## src/pfc_pkg.sv

```systemverilog
// Shared constants of the pause frame receive flow control block
package pfc_pkg;

    // --------------------------------------------------------------
    // Frame decode
    // --------------------------------------------------------------
    localparam logic [15:0] PFC_CTRL_TYPE  = 16'h8808;
    localparam logic [15:0] PFC_PAUSE_OPC  = 16'h0001;
    localparam logic [47:0] PFC_MC_ADDR    = 48'h0180C2000001;
    localparam logic [6:0]  PFC_CTRL_LEN   = 7'h40;
    localparam logic [6:0]  PFC_CNT_MAX    = 7'h7F;
    localparam logic [6:0]  PFC_POS_DA_END = 7'h06;
    localparam logic [6:0]  PFC_POS_TYPE_H = 7'h0C;
    localparam logic [6:0]  PFC_POS_TYPE_L = 7'h0D;
    localparam logic [6:0]  PFC_POS_OPC_H  = 7'h0E;
    localparam logic [6:0]  PFC_POS_OPC_L  = 7'h0F;
    localparam logic [6:0]  PFC_POS_PRM_H  = 7'h10;
    localparam logic [6:0]  PFC_POS_PRM_L  = 7'h11;
    localparam logic [15:0] PFC_PAUSE_MAX  = 16'hFFFF;
    localparam logic [15:0] PFC_PAUSE_ZERO = 16'h0000;

    // --------------------------------------------------------------
    // Timing: one quantum is 512 bit times, 51.2 ns at 10G
    // --------------------------------------------------------------
    localparam int PFC_QUANTUM_PS  = 51200;
    localparam int PFC_CLK_PS      = 4000;
    localparam int PFC_QUANTUM_CYC =
        (PFC_QUANTUM_PS + PFC_CLK_PS - 1) / PFC_CLK_PS;
    localparam int PFC_SUB_W       = $clog2(PFC_QUANTUM_CYC);
    localparam logic [PFC_SUB_W-1:0] PFC_SUB_MAX =
        PFC_SUB_W'(PFC_QUANTUM_CYC - 1);

    // --------------------------------------------------------------
    // Register map and events
    // --------------------------------------------------------------
    localparam int         PFC_ADDR_W     = 8;
    localparam logic [7:0] PFC_REG_CTRL   = 8'h00;
    localparam logic [7:0] PFC_REG_PA_LO  = 8'h04;
    localparam logic [7:0] PFC_REG_PA_HI  = 8'h08;
    localparam logic [7:0] PFC_REG_STATUS = 8'h0C;
    localparam logic [7:0] PFC_REG_CLEAR  = 8'h10;
    localparam logic [7:0] PFC_REG_IRQ_EN = 8'h14;
    localparam logic [7:0] PFC_REG_LEFT   = 8'h18;
    localparam logic       PFC_CTRL_RST   = 1'b1;
    localparam int         PFC_EV_N       = 3;
    localparam int         PFC_EV_PAUSE   = 0;
    localparam int         PFC_EV_CANCEL  = 1;
    localparam int         PFC_EV_BADCTL  = 2;
    localparam logic [1:0] PFC_RESP_OK    = 2'h0;
    localparam logic [1:0] PFC_RESP_ERR   = 2'h2;

    // --------------------------------------------------------------
    // Client example thresholds
    // --------------------------------------------------------------
    localparam int PFC_HI_NUM = 7;
    localparam int PFC_HI_DEN = 8;
    localparam int PFC_LO_NUM = 3;
    localparam int PFC_LO_DEN = 4;

endpackage

```

## src/pfc_if.sv

```systemverilog
// Link between the MAC flow control end and its client end
`timescale 1ns/1ns
interface pfc_if;
    logic       rx_valid;
    logic [7:0] rx_data;
    logic       rx_last;
    logic       rx_good;
    logic       rx_bad;
    logic       tx_req;
    logic       tx_end;
    logic       tx_ack;

    modport mac (
        output rx_valid, rx_data, rx_last, rx_good, rx_bad, tx_ack,
        input  tx_req, tx_end
    );
    modport client (
        input  rx_valid, rx_data, rx_last, rx_good, rx_bad, tx_ack,
        output tx_req, tx_end
    );
endinterface

```

## src/pfc_mac_end.sv

```systemverilog
// MAC end: control frame checks, pause decode and transmit inhibit
//
// Our own choices: the address map and the AXI4-Lite slave port.
`timescale 1ns/1ns
module pfc_mac_end
    import pfc_pkg::*;
(
    input  wire logic                  mclk,
    input  wire logic                  rst_n,
    input  wire logic                  s_axi_awvalid,
    output logic                       s_axi_awready,
    input  wire logic [PFC_ADDR_W-1:0] s_axi_awaddr,
    input  wire logic                  s_axi_wvalid,
    output logic                       s_axi_wready,
    input  wire logic [31:0]           s_axi_wdata,
    input  wire logic [3:0]            s_axi_wstrb,
    output logic                       s_axi_bvalid,
    input  wire logic                  s_axi_bready,
    output logic [1:0]                 s_axi_bresp,
    input  wire logic                  s_axi_arvalid,
    output logic                       s_axi_arready,
    input  wire logic [PFC_ADDR_W-1:0] s_axi_araddr,
    output logic                       s_axi_rvalid,
    input  wire logic                  s_axi_rready,
    output logic [31:0]                s_axi_rdata,
    output logic [1:0]                 s_axi_rresp,
    output logic                       irq,
    input  wire logic                  rx_in_valid,
    input  wire logic [7:0]            rx_in_data,
    input  wire logic                  rx_in_last,
    input  wire logic                  rx_in_err,
    pfc_if.mac                         lnk
);

    // --------------------------------------------------------------
    // State
    // --------------------------------------------------------------
    typedef struct packed {
        logic [6:0]           cnt;
        logic [47:0]          da;
        logic [15:0]          ltype;
        logic [15:0]          opc;
        logic [15:0]          prm;
        logic                 o_valid;
        logic [7:0]           o_data;
        logic                 o_last;
        logic                 o_good;
        logic                 o_bad;
        logic [15:0]          quanta;
        logic [PFC_SUB_W-1:0] sub;
        logic                 busy;
        logic                 ack;
        logic                 en;
        logic [47:0]          paddr;
        logic [PFC_EV_N-1:0]  sts;
        logic [PFC_EV_N-1:0]  ien;
        logic                 irq;
        logic                 awr;
        logic                 bv;
        logic [1:0]           br;
        logic                 arr;
        logic                 rv;
        logic [31:0]          rd;
        logic [1:0]           rr;
    } pfc_dev_st_t;

    localparam pfc_dev_st_t DEV_RST = '{en: PFC_CTRL_RST, default: '0};

    pfc_dev_st_t         st_r;
    pfc_dev_st_t         st_nxt;
    logic [PFC_EV_N-1:0] ev;
    logic [PFC_EV_N-1:0] clr;
    logic                is_ctl;
    logic                ok_ctl;
    logic                da_hit;

    function automatic logic [31:0] pfc_wmerge(
        input logic [31:0] old_v,
        input logic [31:0] new_v,
        input logic [3:0]  strb
    );
        logic [31:0] r;
        r = old_v;
        for (int i = 0; i < 4; i++) begin
            if (strb[i]) begin
                r[i*8 +: 8] = new_v[i*8 +: 8];
            end
        end
        return r;
    endfunction

    // --------------------------------------------------------------
    // Next state
    // --------------------------------------------------------------
    always_comb begin
        st_nxt = st_r;
        ev     = '0;
        clr    = '0;
        is_ctl = (st_r.ltype == PFC_CTRL_TYPE);
        // Last byte index 63 means exactly 64 bytes incl. FCS
        ok_ctl = !rx_in_err && (st_r.cnt == PFC_CTRL_LEN - 7'h01);
        da_hit = (st_r.da == PFC_MC_ADDR) || (st_r.da == st_r.paddr);

        st_nxt.ack     = 1'b0;
        st_nxt.o_valid = rx_in_valid;
        st_nxt.o_data  = rx_in_data;
        st_nxt.o_last  = rx_in_valid && rx_in_last;
        st_nxt.o_good  = 1'b0;
        st_nxt.o_bad   = 1'b0;

        // Quantum timer runs down the pause duration
        if (st_r.quanta != 16'h0000) begin
            if (st_r.sub == '0) begin
                st_nxt.quanta = st_r.quanta - 16'h0001;
                st_nxt.sub    = PFC_SUB_MAX;
            end else begin
                st_nxt.sub = st_r.sub - PFC_SUB_W'(1);
            end
        end

        if (rx_in_valid) begin
            if (st_r.cnt < PFC_POS_DA_END) begin
                st_nxt.da = {st_r.da[39:0], rx_in_data};
            end
            if (st_r.cnt == PFC_POS_TYPE_H || st_r.cnt == PFC_POS_TYPE_L) begin
                st_nxt.ltype = {st_r.ltype[7:0], rx_in_data};
            end
            if (st_r.cnt == PFC_POS_OPC_H || st_r.cnt == PFC_POS_OPC_L) begin
                st_nxt.opc = {st_r.opc[7:0], rx_in_data};
            end
            if (st_r.cnt == PFC_POS_PRM_H || st_r.cnt == PFC_POS_PRM_L) begin
                st_nxt.prm = {st_r.prm[7:0], rx_in_data};
            end
            if (st_r.cnt != PFC_CNT_MAX) begin
                st_nxt.cnt = st_r.cnt + 7'h01;
            end
            if (rx_in_last) begin
                st_nxt.cnt   = '0;
                st_nxt.ltype = '0;
                if (!is_ctl) begin
                    st_nxt.o_good = !rx_in_err;
                    st_nxt.o_bad  = rx_in_err;
                end else if (!ok_ctl) begin
                    st_nxt.o_bad     = 1'b1;
                    ev[PFC_EV_BADCTL] = 1'b1;
                end else if (!st_r.en) begin
                    st_nxt.o_good = 1'b1;
                end else if (!da_hit || st_r.opc != PFC_PAUSE_OPC) begin
                    st_nxt.o_good = 1'b1;
                end else begin
                    // Reload also cancels; zero ends the pause now
                    st_nxt.quanta    = st_r.prm;
                    st_nxt.sub       = PFC_SUB_MAX;
                    st_nxt.o_bad     = 1'b1;
                    ev[PFC_EV_PAUSE] = 1'b1;
                    ev[PFC_EV_CANCEL] = (st_r.prm == PFC_PAUSE_ZERO);
                end
            end
        end

        // Acks only between frames, so a running frame completes
        if (lnk.tx_end) begin
            st_nxt.busy = 1'b0;
        end
        if (lnk.tx_req && !st_r.busy && !st_r.ack
                && st_r.quanta == 16'h0000) begin
            st_nxt.ack  = 1'b1;
            st_nxt.busy = 1'b1;
        end

        // Write channel: address and data are taken together
        st_nxt.awr = 1'b0;
        if (s_axi_awvalid && s_axi_wvalid && !st_r.awr && !st_r.bv) begin
            st_nxt.awr = 1'b1;
        end
        if (st_r.awr) begin
            st_nxt.bv = 1'b1;
            st_nxt.br = PFC_RESP_OK;
            case (s_axi_awaddr)
                PFC_REG_CTRL: begin
                    if (s_axi_wstrb[0]) begin
                        st_nxt.en = s_axi_wdata[0];
                    end
                end
                PFC_REG_PA_LO: begin
                    st_nxt.paddr[31:0] = pfc_wmerge(st_r.paddr[31:0],
                        s_axi_wdata, s_axi_wstrb);
                end
                PFC_REG_PA_HI: begin
                    st_nxt.paddr[47:32] = 16'(pfc_wmerge(
                        {16'h0000, st_r.paddr[47:32]},
                        s_axi_wdata, s_axi_wstrb));
                end
                PFC_REG_CLEAR: begin
                    if (s_axi_wstrb[0]) begin
                        clr = s_axi_wdata[PFC_EV_N-1:0];
                    end
                end
                PFC_REG_IRQ_EN: begin
                    if (s_axi_wstrb[0]) begin
                        st_nxt.ien = s_axi_wdata[PFC_EV_N-1:0];
                    end
                end
                PFC_REG_STATUS, PFC_REG_LEFT: begin
                end
                default: begin
                    st_nxt.br = PFC_RESP_ERR;
                end
            endcase
        end
        if (st_r.bv && s_axi_bready) begin
            st_nxt.bv = 1'b0;
        end

        // A new event wins over a clear in the same cycle
        st_nxt.sts = (st_r.sts & ~clr) | ev;
        st_nxt.irq = |(st_nxt.sts & st_nxt.ien);

        // Read channel
        st_nxt.arr = 1'b0;
        if (s_axi_arvalid && !st_r.arr && !st_r.rv) begin
            st_nxt.arr = 1'b1;
        end
        if (st_r.arr) begin
            st_nxt.rv = 1'b1;
            st_nxt.rr = PFC_RESP_OK;
            st_nxt.rd = '0;
            case (s_axi_araddr)
                PFC_REG_CTRL:   st_nxt.rd[0] = st_r.en;
                PFC_REG_PA_LO:  st_nxt.rd = st_r.paddr[31:0];
                PFC_REG_PA_HI:  st_nxt.rd[15:0] = st_r.paddr[47:32];
                PFC_REG_STATUS: st_nxt.rd[PFC_EV_N-1:0] = st_r.sts;
                PFC_REG_CLEAR:  st_nxt.rd = '0;
                PFC_REG_IRQ_EN: st_nxt.rd[PFC_EV_N-1:0] = st_r.ien;
                PFC_REG_LEFT: begin
                    st_nxt.rd[15:0] = st_r.quanta;
                    st_nxt.rd[31]   = st_r.busy;
                end
                default:        st_nxt.rr = PFC_RESP_ERR;
            endcase
        end
        if (st_r.rv && s_axi_rready) begin
            st_nxt.rv = 1'b0;
        end
    end

    always_ff @(posedge mclk or negedge rst_n) begin
        if (!rst_n) begin
            st_r <= DEV_RST;
        end else begin
            st_r <= st_nxt;
        end
    end

    // --------------------------------------------------------------
    // Outputs
    // --------------------------------------------------------------
    assign s_axi_awready = st_r.awr;
    assign s_axi_wready  = st_r.awr;
    assign s_axi_bvalid  = st_r.bv;
    assign s_axi_bresp   = st_r.br;
    assign s_axi_arready = st_r.arr;
    assign s_axi_rvalid  = st_r.rv;
    assign s_axi_rdata   = st_r.rd;
    assign s_axi_rresp   = st_r.rr;
    assign irq           = st_r.irq;
    assign lnk.rx_valid  = st_r.o_valid;
    assign lnk.rx_data   = st_r.o_data;
    assign lnk.rx_last   = st_r.o_last;
    assign lnk.rx_good   = st_r.o_good;
    assign lnk.rx_bad    = st_r.o_bad;
    assign lnk.tx_ack    = st_r.ack;

endmodule

```

## src/flat_wrapper.sv

```systemverilog
// flat-port wrapper written by rule: the top's interface ports become plain ports
module pfc_mac_end_flat import pfc_pkg::*;
  (mclk, rst_n, s_axi_awvalid, s_axi_awready, s_axi_awaddr, s_axi_wvalid, s_axi_wready, s_axi_wdata, s_axi_wstrb, s_axi_bvalid, s_axi_bready, s_axi_bresp, s_axi_arvalid, s_axi_arready, s_axi_araddr, s_axi_rvalid, s_axi_rready, s_axi_rdata, s_axi_rresp, irq, rx_in_valid, rx_in_data, rx_in_last, rx_in_err, lnk_rx_valid, lnk_rx_data, lnk_rx_last, lnk_rx_good, lnk_rx_bad, lnk_tx_ack, lnk_tx_req, lnk_tx_end);
  pfc_if lnk_i ();
  input  wire logic mclk;
  input  wire logic rst_n;
  input  wire logic s_axi_awvalid;
  output logic s_axi_awready;
  input  wire logic [PFC_ADDR_W-1:0] s_axi_awaddr;
  input  wire logic s_axi_wvalid;
  output logic s_axi_wready;
  input  wire logic [31:0] s_axi_wdata;
  input  wire logic [3:0] s_axi_wstrb;
  output logic s_axi_bvalid;
  input  wire logic s_axi_bready;
  output logic [1:0] s_axi_bresp;
  input  wire logic s_axi_arvalid;
  output logic s_axi_arready;
  input  wire logic [PFC_ADDR_W-1:0] s_axi_araddr;
  output logic s_axi_rvalid;
  input  wire logic s_axi_rready;
  output logic [31:0] s_axi_rdata;
  output logic [1:0] s_axi_rresp;
  output logic irq;
  input  wire logic rx_in_valid;
  input  wire logic [7:0] rx_in_data;
  input  wire logic rx_in_last;
  input  wire logic rx_in_err;
  output wire logic [$bits(lnk_i.rx_valid)-1:0] lnk_rx_valid;
  output wire logic [$bits(lnk_i.rx_data)-1:0] lnk_rx_data;
  output wire logic [$bits(lnk_i.rx_last)-1:0] lnk_rx_last;
  output wire logic [$bits(lnk_i.rx_good)-1:0] lnk_rx_good;
  output wire logic [$bits(lnk_i.rx_bad)-1:0] lnk_rx_bad;
  output wire logic [$bits(lnk_i.tx_ack)-1:0] lnk_tx_ack;
  input wire logic [$bits(lnk_i.tx_req)-1:0] lnk_tx_req;
  input wire logic [$bits(lnk_i.tx_end)-1:0] lnk_tx_end;
  assign lnk_rx_valid = lnk_i.rx_valid;
  assign lnk_rx_data = lnk_i.rx_data;
  assign lnk_rx_last = lnk_i.rx_last;
  assign lnk_rx_good = lnk_i.rx_good;
  assign lnk_rx_bad = lnk_i.rx_bad;
  assign lnk_tx_ack = lnk_i.tx_ack;
  assign lnk_i.tx_req = lnk_tx_req;
  assign lnk_i.tx_end = lnk_tx_end;
  pfc_mac_end u_core (.mclk(mclk), .rst_n(rst_n), .s_axi_awvalid(s_axi_awvalid), .s_axi_awready(s_axi_awready), .s_axi_awaddr(s_axi_awaddr), .s_axi_wvalid(s_axi_wvalid), .s_axi_wready(s_axi_wready), .s_axi_wdata(s_axi_wdata), .s_axi_wstrb(s_axi_wstrb), .s_axi_bvalid(s_axi_bvalid), .s_axi_bready(s_axi_bready), .s_axi_bresp(s_axi_bresp), .s_axi_arvalid(s_axi_arvalid), .s_axi_arready(s_axi_arready), .s_axi_araddr(s_axi_araddr), .s_axi_rvalid(s_axi_rvalid), .s_axi_rready(s_axi_rready), .s_axi_rdata(s_axi_rdata), .s_axi_rresp(s_axi_rresp), .irq(irq), .rx_in_valid(rx_in_valid), .rx_in_data(rx_in_data), .rx_in_last(rx_in_last), .rx_in_err(rx_in_err), .lnk(lnk_i));
endmodule
```

## config.mk

```make
export PLATFORM = sky130hd
export DESIGN_NAME = pfc_mac_end_flat
export DESIGN_NICKNAME = d
export VERILOG_FILES = /design/src/pfc_pkg.sv /design/src/pfc_if.sv /design/src/pfc_mac_end.sv /design/src/flat_wrapper.sv
export SDC_FILE = /design/constraint.sdc
export NUM_CORES = 1
export LEC_CHECK = 0
export ABC_AREA = 1
export BUFFER_PORTS_ARGS = -buffer_cell sky130_fd_sc_hd__clkbuf_2
export CAP_MARGIN = 20
export CELL_PAD_IN_SITES_DETAIL_PLACEMENT = 0
export CELL_PAD_IN_SITES_GLOBAL_PLACEMENT = 1
export CORE_MARGIN = 3
export CORE_UTILIZATION = 35
export CTS_BUF_LIST = sky130_fd_sc_hd__clkbuf_8
export CTS_CLUSTER_SIZE = 14
export DETAILED_ROUTE_END_ITERATION = 8
export GPL_TIMING_DRIVEN = 0
export PLACE_DENSITY_LB_ADDON = 0.1
export SYNTH_ARGS = -nofsm -noshare
export SYNTH_HDL_FRONTEND = slang
export SYNTH_SLANG_ARGS = --single-unit
```

## constraint.sdc

```tcl
create_clock -name mclk -period 1.7 [get_ports mclk]
set_clock_uncertainty 0.1 [all_clocks]
set_input_delay 0.34 -clock mclk [delete_from_list [all_inputs] [get_ports mclk]]
set_output_delay 0.34 -clock mclk [all_outputs]
set_load 0.02 [all_outputs]
```

; ---- Yosys cells after proc, flatten, opt, wreduce, memory -nomap -nowiden
; Index checks and enable logic that the tools add are counted.
[totals]
register_bits = 233
latchBits = 0
ramBits = 0
mem_bits_ro = 0
out_inout_bits = 55
memories = 0
[op_classes]
n_addsub = 3
mul = 0
n_div = 0
n_lt_le_gt_ge = 1
n_eq_ne = 24
shifts = 0
mux = 46
bitwise = 4
reduce_logical = 51
[op_table]
columns = op, n
row1 = $mux 20, 3
row2 = $eq 48x41->1 const B, 1
row3 = $eq 48x48->1, 1
row4 = $eq 8x5->1 const B, 6
row5 = $mux 16, 3
row6 = $mux 22, 2
row7 = $mux 21, 2
row8 = $pmux 13 s3, 1
row9 = $mux 35, 1
row10 = $eq 8x4->1 const B, 4
row11 = $logic_not 16->1, 2
row12 = $mux 3, 10
row13 = $eq 7x4->1 const B, 4
row14 = $reduce_and 3->1, 7
row15 = $eq 16x16->1 const B, 1
row16 = $eq 8x3->1 const B, 2
row17 = $logic_not 8->1, 2
row18 = $ne 16x1->1 const B, 1
row19 = $reduce_bool 16->1, 1
row20 = $sub 16x1->16 const B, 1
row21 = $mux 15, 1
row22 = $eq 7x5->1 const B, 2
row23 = $mux 2, 7
row24 = $mux 7, 2
row25 = 21 further kinds, 62

; ---- Logic depth before layout (Yosys ltp)
[logic_depth]
ltp_word = 13
ltp_mapped = 14
ltp_nobuf = 14

; ---- Worst setup path after synthesis
; OpenSTA, ideal clock, no wires.
[synth_path]
kind = register to register
from = register u_core.st_r[102] (netlist bit)
to = register u_core.st_r[103] (netlist bit)
setup_time_ns = 0.116
t_arrival_ns = 1.674
setup_slack_ns = -0.190
stages_incl_launch_ff = 15
period_less_slack_ns = 1.890
cell_sequence = dfrtp_1 inv_1 ha_1 inv_1 nor3_1 nand3_2 nand2_2 nor2_2 nand2_2 nor2_4 inv_2 nor2_1 nand3b_1 o21ai_2 inv_1
[synth_lines]
columns = element, line_no
row1 = "start, declared", pfc_mac_end.sv:69  ; pfc_dev_st_t st_r;
row2 = "start signal, assigned", pfc_mac_end.sv:251  ; st_r <= st_nxt;

==> impl_metrics.ini <==
[run_status]
outcome = complete, but fails checks
violations = setup timing

[sta]
fin_crit_sh_pct = 120.5
worst_slack_ns = -0.3485
finalSetupViolCount = 122
hold-worst-slack_ns = 0.02728
fin_crit_ns = 2.049
rsz0062_at_grt = yes
slew-limit-headroom_pct = 56.26
report.final.slew_viol_count = 0
max_freq_ghz = 0.4882
worstMarginPinSlew_ns = 0.6561
hold_viol_final = 0

[placement]
place.port_buffers = 124
routabilityCongestion = 0.8019
placed_cells = 1829
dp_hpwl_um = 23380

[clock_tree]
cts_root_buffer = clkbuf_8
cts_tree = yes
cts_max_level = 2
clock_latency_ns = 0.54
clock_sinks = 231
clockBufferDepth = 3
cts.clk_slew.worst_paths_ns = 0.06
cts_buffers = 42

[drt]
met3_length_um = 1191
via_per_inst = 4.754
drt_iter0_drc = 475
vias = 9580
wl_met2_um = 17340
first_pass_iters = 7
detail-route-antenna-nets = 0
finalWirelength_um = 33710
m1WireLength_um = 14590
route.detailed.drc = 0
wl_per_cell_um = 16.73
top_layer_used = met4

[yosys]
synth_top_cell_by_area = dfrtp_1
postSynthCellCount = 1306
synthMostInstantiatedCell = nand2_1
synth_area_per_cell_um2 = 8.499
async_flop_share_pct = 100.0
synth_edf_count = 0
synthTopCellsByArea = dfrtp_1, nand2_1, o21ai_0
netlist_area_mm2 = 0.01110
ys_ff_latch = 231
synth_common_cells = nand2_1, dfrtp_1, inv_1, o21ai_0, nor2_1
yosys_warnings = 0
yosysSeqAreaShare_pct = 52.09
synth.distinct_cells = 47
synth_top_cell_area_share_pct = 51.85
synth_flop_cell = dfrtp_1

[job]
maxCapViolCount = 0

[worst_setup_path]
critPathLaunchType = register
path_cells = buf_4 -> nor3_2 -> nand3_1 -> nor2_1 -> nand3_1 -> nand2_4 -> nand3_4 -> clkbuf_16 -> o21ai_1 -> inv_1
worst-setup-path-type = register to register
rr_startpoint = u_core.st_r[219]$_DFFE_PN0P_
crit_buf_inv = 3
cp_slowest_cell = dfrtp_1
r2r_slack_ns = -0.35
crit_path_max_fanout = 5
r2r_cells = 10
required_ns = 2.04
critPathArrivalTime_ns = 2.39
cp-end-kind = register
cpPeakStageDelay_ns = 0.42
cp_top_family = simple AND/OR/NAND/NOR gates
cp_common_cell = nand3_1
reg2reg_to = u_core.st_r[107]$_DFF_PN0_

[power]
leakage_uw = 0.007442
power_density_mw_per_mm2 = 993.5
vdd_ir_drop_max_mv = 0.5965

[global_route]
overflow = 0
antenna_found_initial = 0
track_usage_pct = 19.20
grt_max_degree = 99
grt_pass1_vias = 9449
grt_pass1_wl_um = 51190

[worst_hold_path]
min_delay_worst_endpoint = u_core.st_r[88]$_DFFE_PN0P_
hold_depth = 3
hold_path_class = input port to register
hold_path_startpoint = s_axi_wdata[9]

[final_layout]
nFillCells = 3041
regMostFlops = u_core.st_r
fin_nets = 1667
largest_register_ffs = 179
fin_cells = 2015
diodes = 0
seq_area_mm2 = 0.005792
area.growth.synth_to_final_pct = 37.32
drive_gt1_share_pct = 34.03
multi_input_area_mm2 = 0.004853

[floorplan]
die_w_um = 184.1
core_area_mm2 = 0.03091
die_area_mm2 = 0.03389
start_util_pct = 35.91
chipHeight_um = 184.1
rows = 64
pin_count = 127
==> cell usage in the layout, fill, tap and decap left out, types with 9 or more instances in the layout <==
cell type / count
buf_6: 29
nor2_2: 12
a21oi_1: 26
o21ai_2: 48
nand4_1: 23
dlygate4sd3_1: 48
inv_1: 187
nand2_1: 253
mux2_2: 11
nand3_1: 30
clkbuf_2: 125
o21ai_0: 69
nand2_2: 59
xnor2_1: 30
o22ai_2: 13
buf_4: 85
o21ai_1: 50
nor2_1: 62
o22ai_1: 9
dfrtp_1: 222
nor3_1: 16
nor2_4: 10
nand2_4: 12
inv_2: 15
clkbuf_8: 50
==> worst max-delay path by stage <==
stage                                       startpoint                                end  cells after the start
final                     u_core.st_r[219]$_DFFE_PN0P_         u_core.st_r[107]$_DFF_PN0_                     10
after global routing      u_core.st_r[219]$_DFFE_PN0P_         u_core.st_r[103]$_DFF_PN0_                     13
after CTS                 u_core.st_r[221]$_DFFE_PN0P_         u_core.st_r[107]$_DFF_PN0_                     10
after detailed placement               s_axi_araddr[0]  u_core.s_axi_rdata[1]$_DFFE_PN0P_                      8
after global placement                           rst_n       u_core.st_r[226]$_DFFE_PN0P_                      1
after floorplan             u_core.st_r[102]$_DFF_PN0_         u_core.st_r[103]$_DFF_PN0_                     14
==> per-stage QoR <==
step | cell area, um2 | setup TNS (ns) | util [%] | setup WS, ns | total power, uW
after global routing | 15240 | -31.99 | 49.31 | -0.4289 | 16080
final | 15240 | -22.82 | 49.31 | -0.3485 | 15140
after detailed placement | 12310 | -70.10 | 39.81 | -0.6531 | 9298
after floorplan | 11130 | -0.04194 | - | -0.04194 | 8241
after global placement | 12240 | -1181.93 | 39.60 | -4.852 | 9267
after CTS | 14060 | -8.003 | 45.47 | -0.2955 | 14600
==> routing by layer <==
layer  global-route usage (%)  up-vias
li1                         -     4746
met1                    25.13     4608
met2                    33.78      182
met3                    2.731       44
met4                    4.415        0
met5                        0        -
==> kinds of logic (layout without fill, tap and decap cells) <==
family,Yosys count,after routing,synth area share (%)
other,1,2,0.03379
DFF,231,231,52.09
AOI/OAI and AO/OA,239,239,11.92
adders and majority gates,5,5,0.5636
buffers and inverters,271,582,11.16
muxes,14,14,1.420
and+or+nand+nor,506,507,19.74
xor gates and xnor gates,39,39,3.077
==> area by class of cell <==
class	instances	share of cell area, %
buffer	82	4.605
clock buffer	49	4.425
clock inverter	24	0.6567
inverter	188	4.704
multi-input combinational	806	31.84
sequential	231	38.00
tap	396	3.251
timing repair buffer	239	12.52
==> tightest hold or removal path: cells and delay by family <==
kind	cells	cell delay, ns
compound gates	1	0.10
buf+inv	2	0.19
==> power by group <==
group	internal [uW]	switching, uW	leakage [uW]
Sequential	6070	644	0.00304
Combinational	1540	1940	0.00394
Clock	2610	2340	0.000468
Total	10200	4930	0.00744
==> repair_timing <==
action	4_1_cts	5_1_grt
resized for setup	81	326
hold endpoints to repair	91	0
pin swaps	13	35
setup buffers	27	27
gates cloned	1	12
setup endpoints to repair	165	164
hold buffers	48	0
Power figures use the tool's default switching activity.
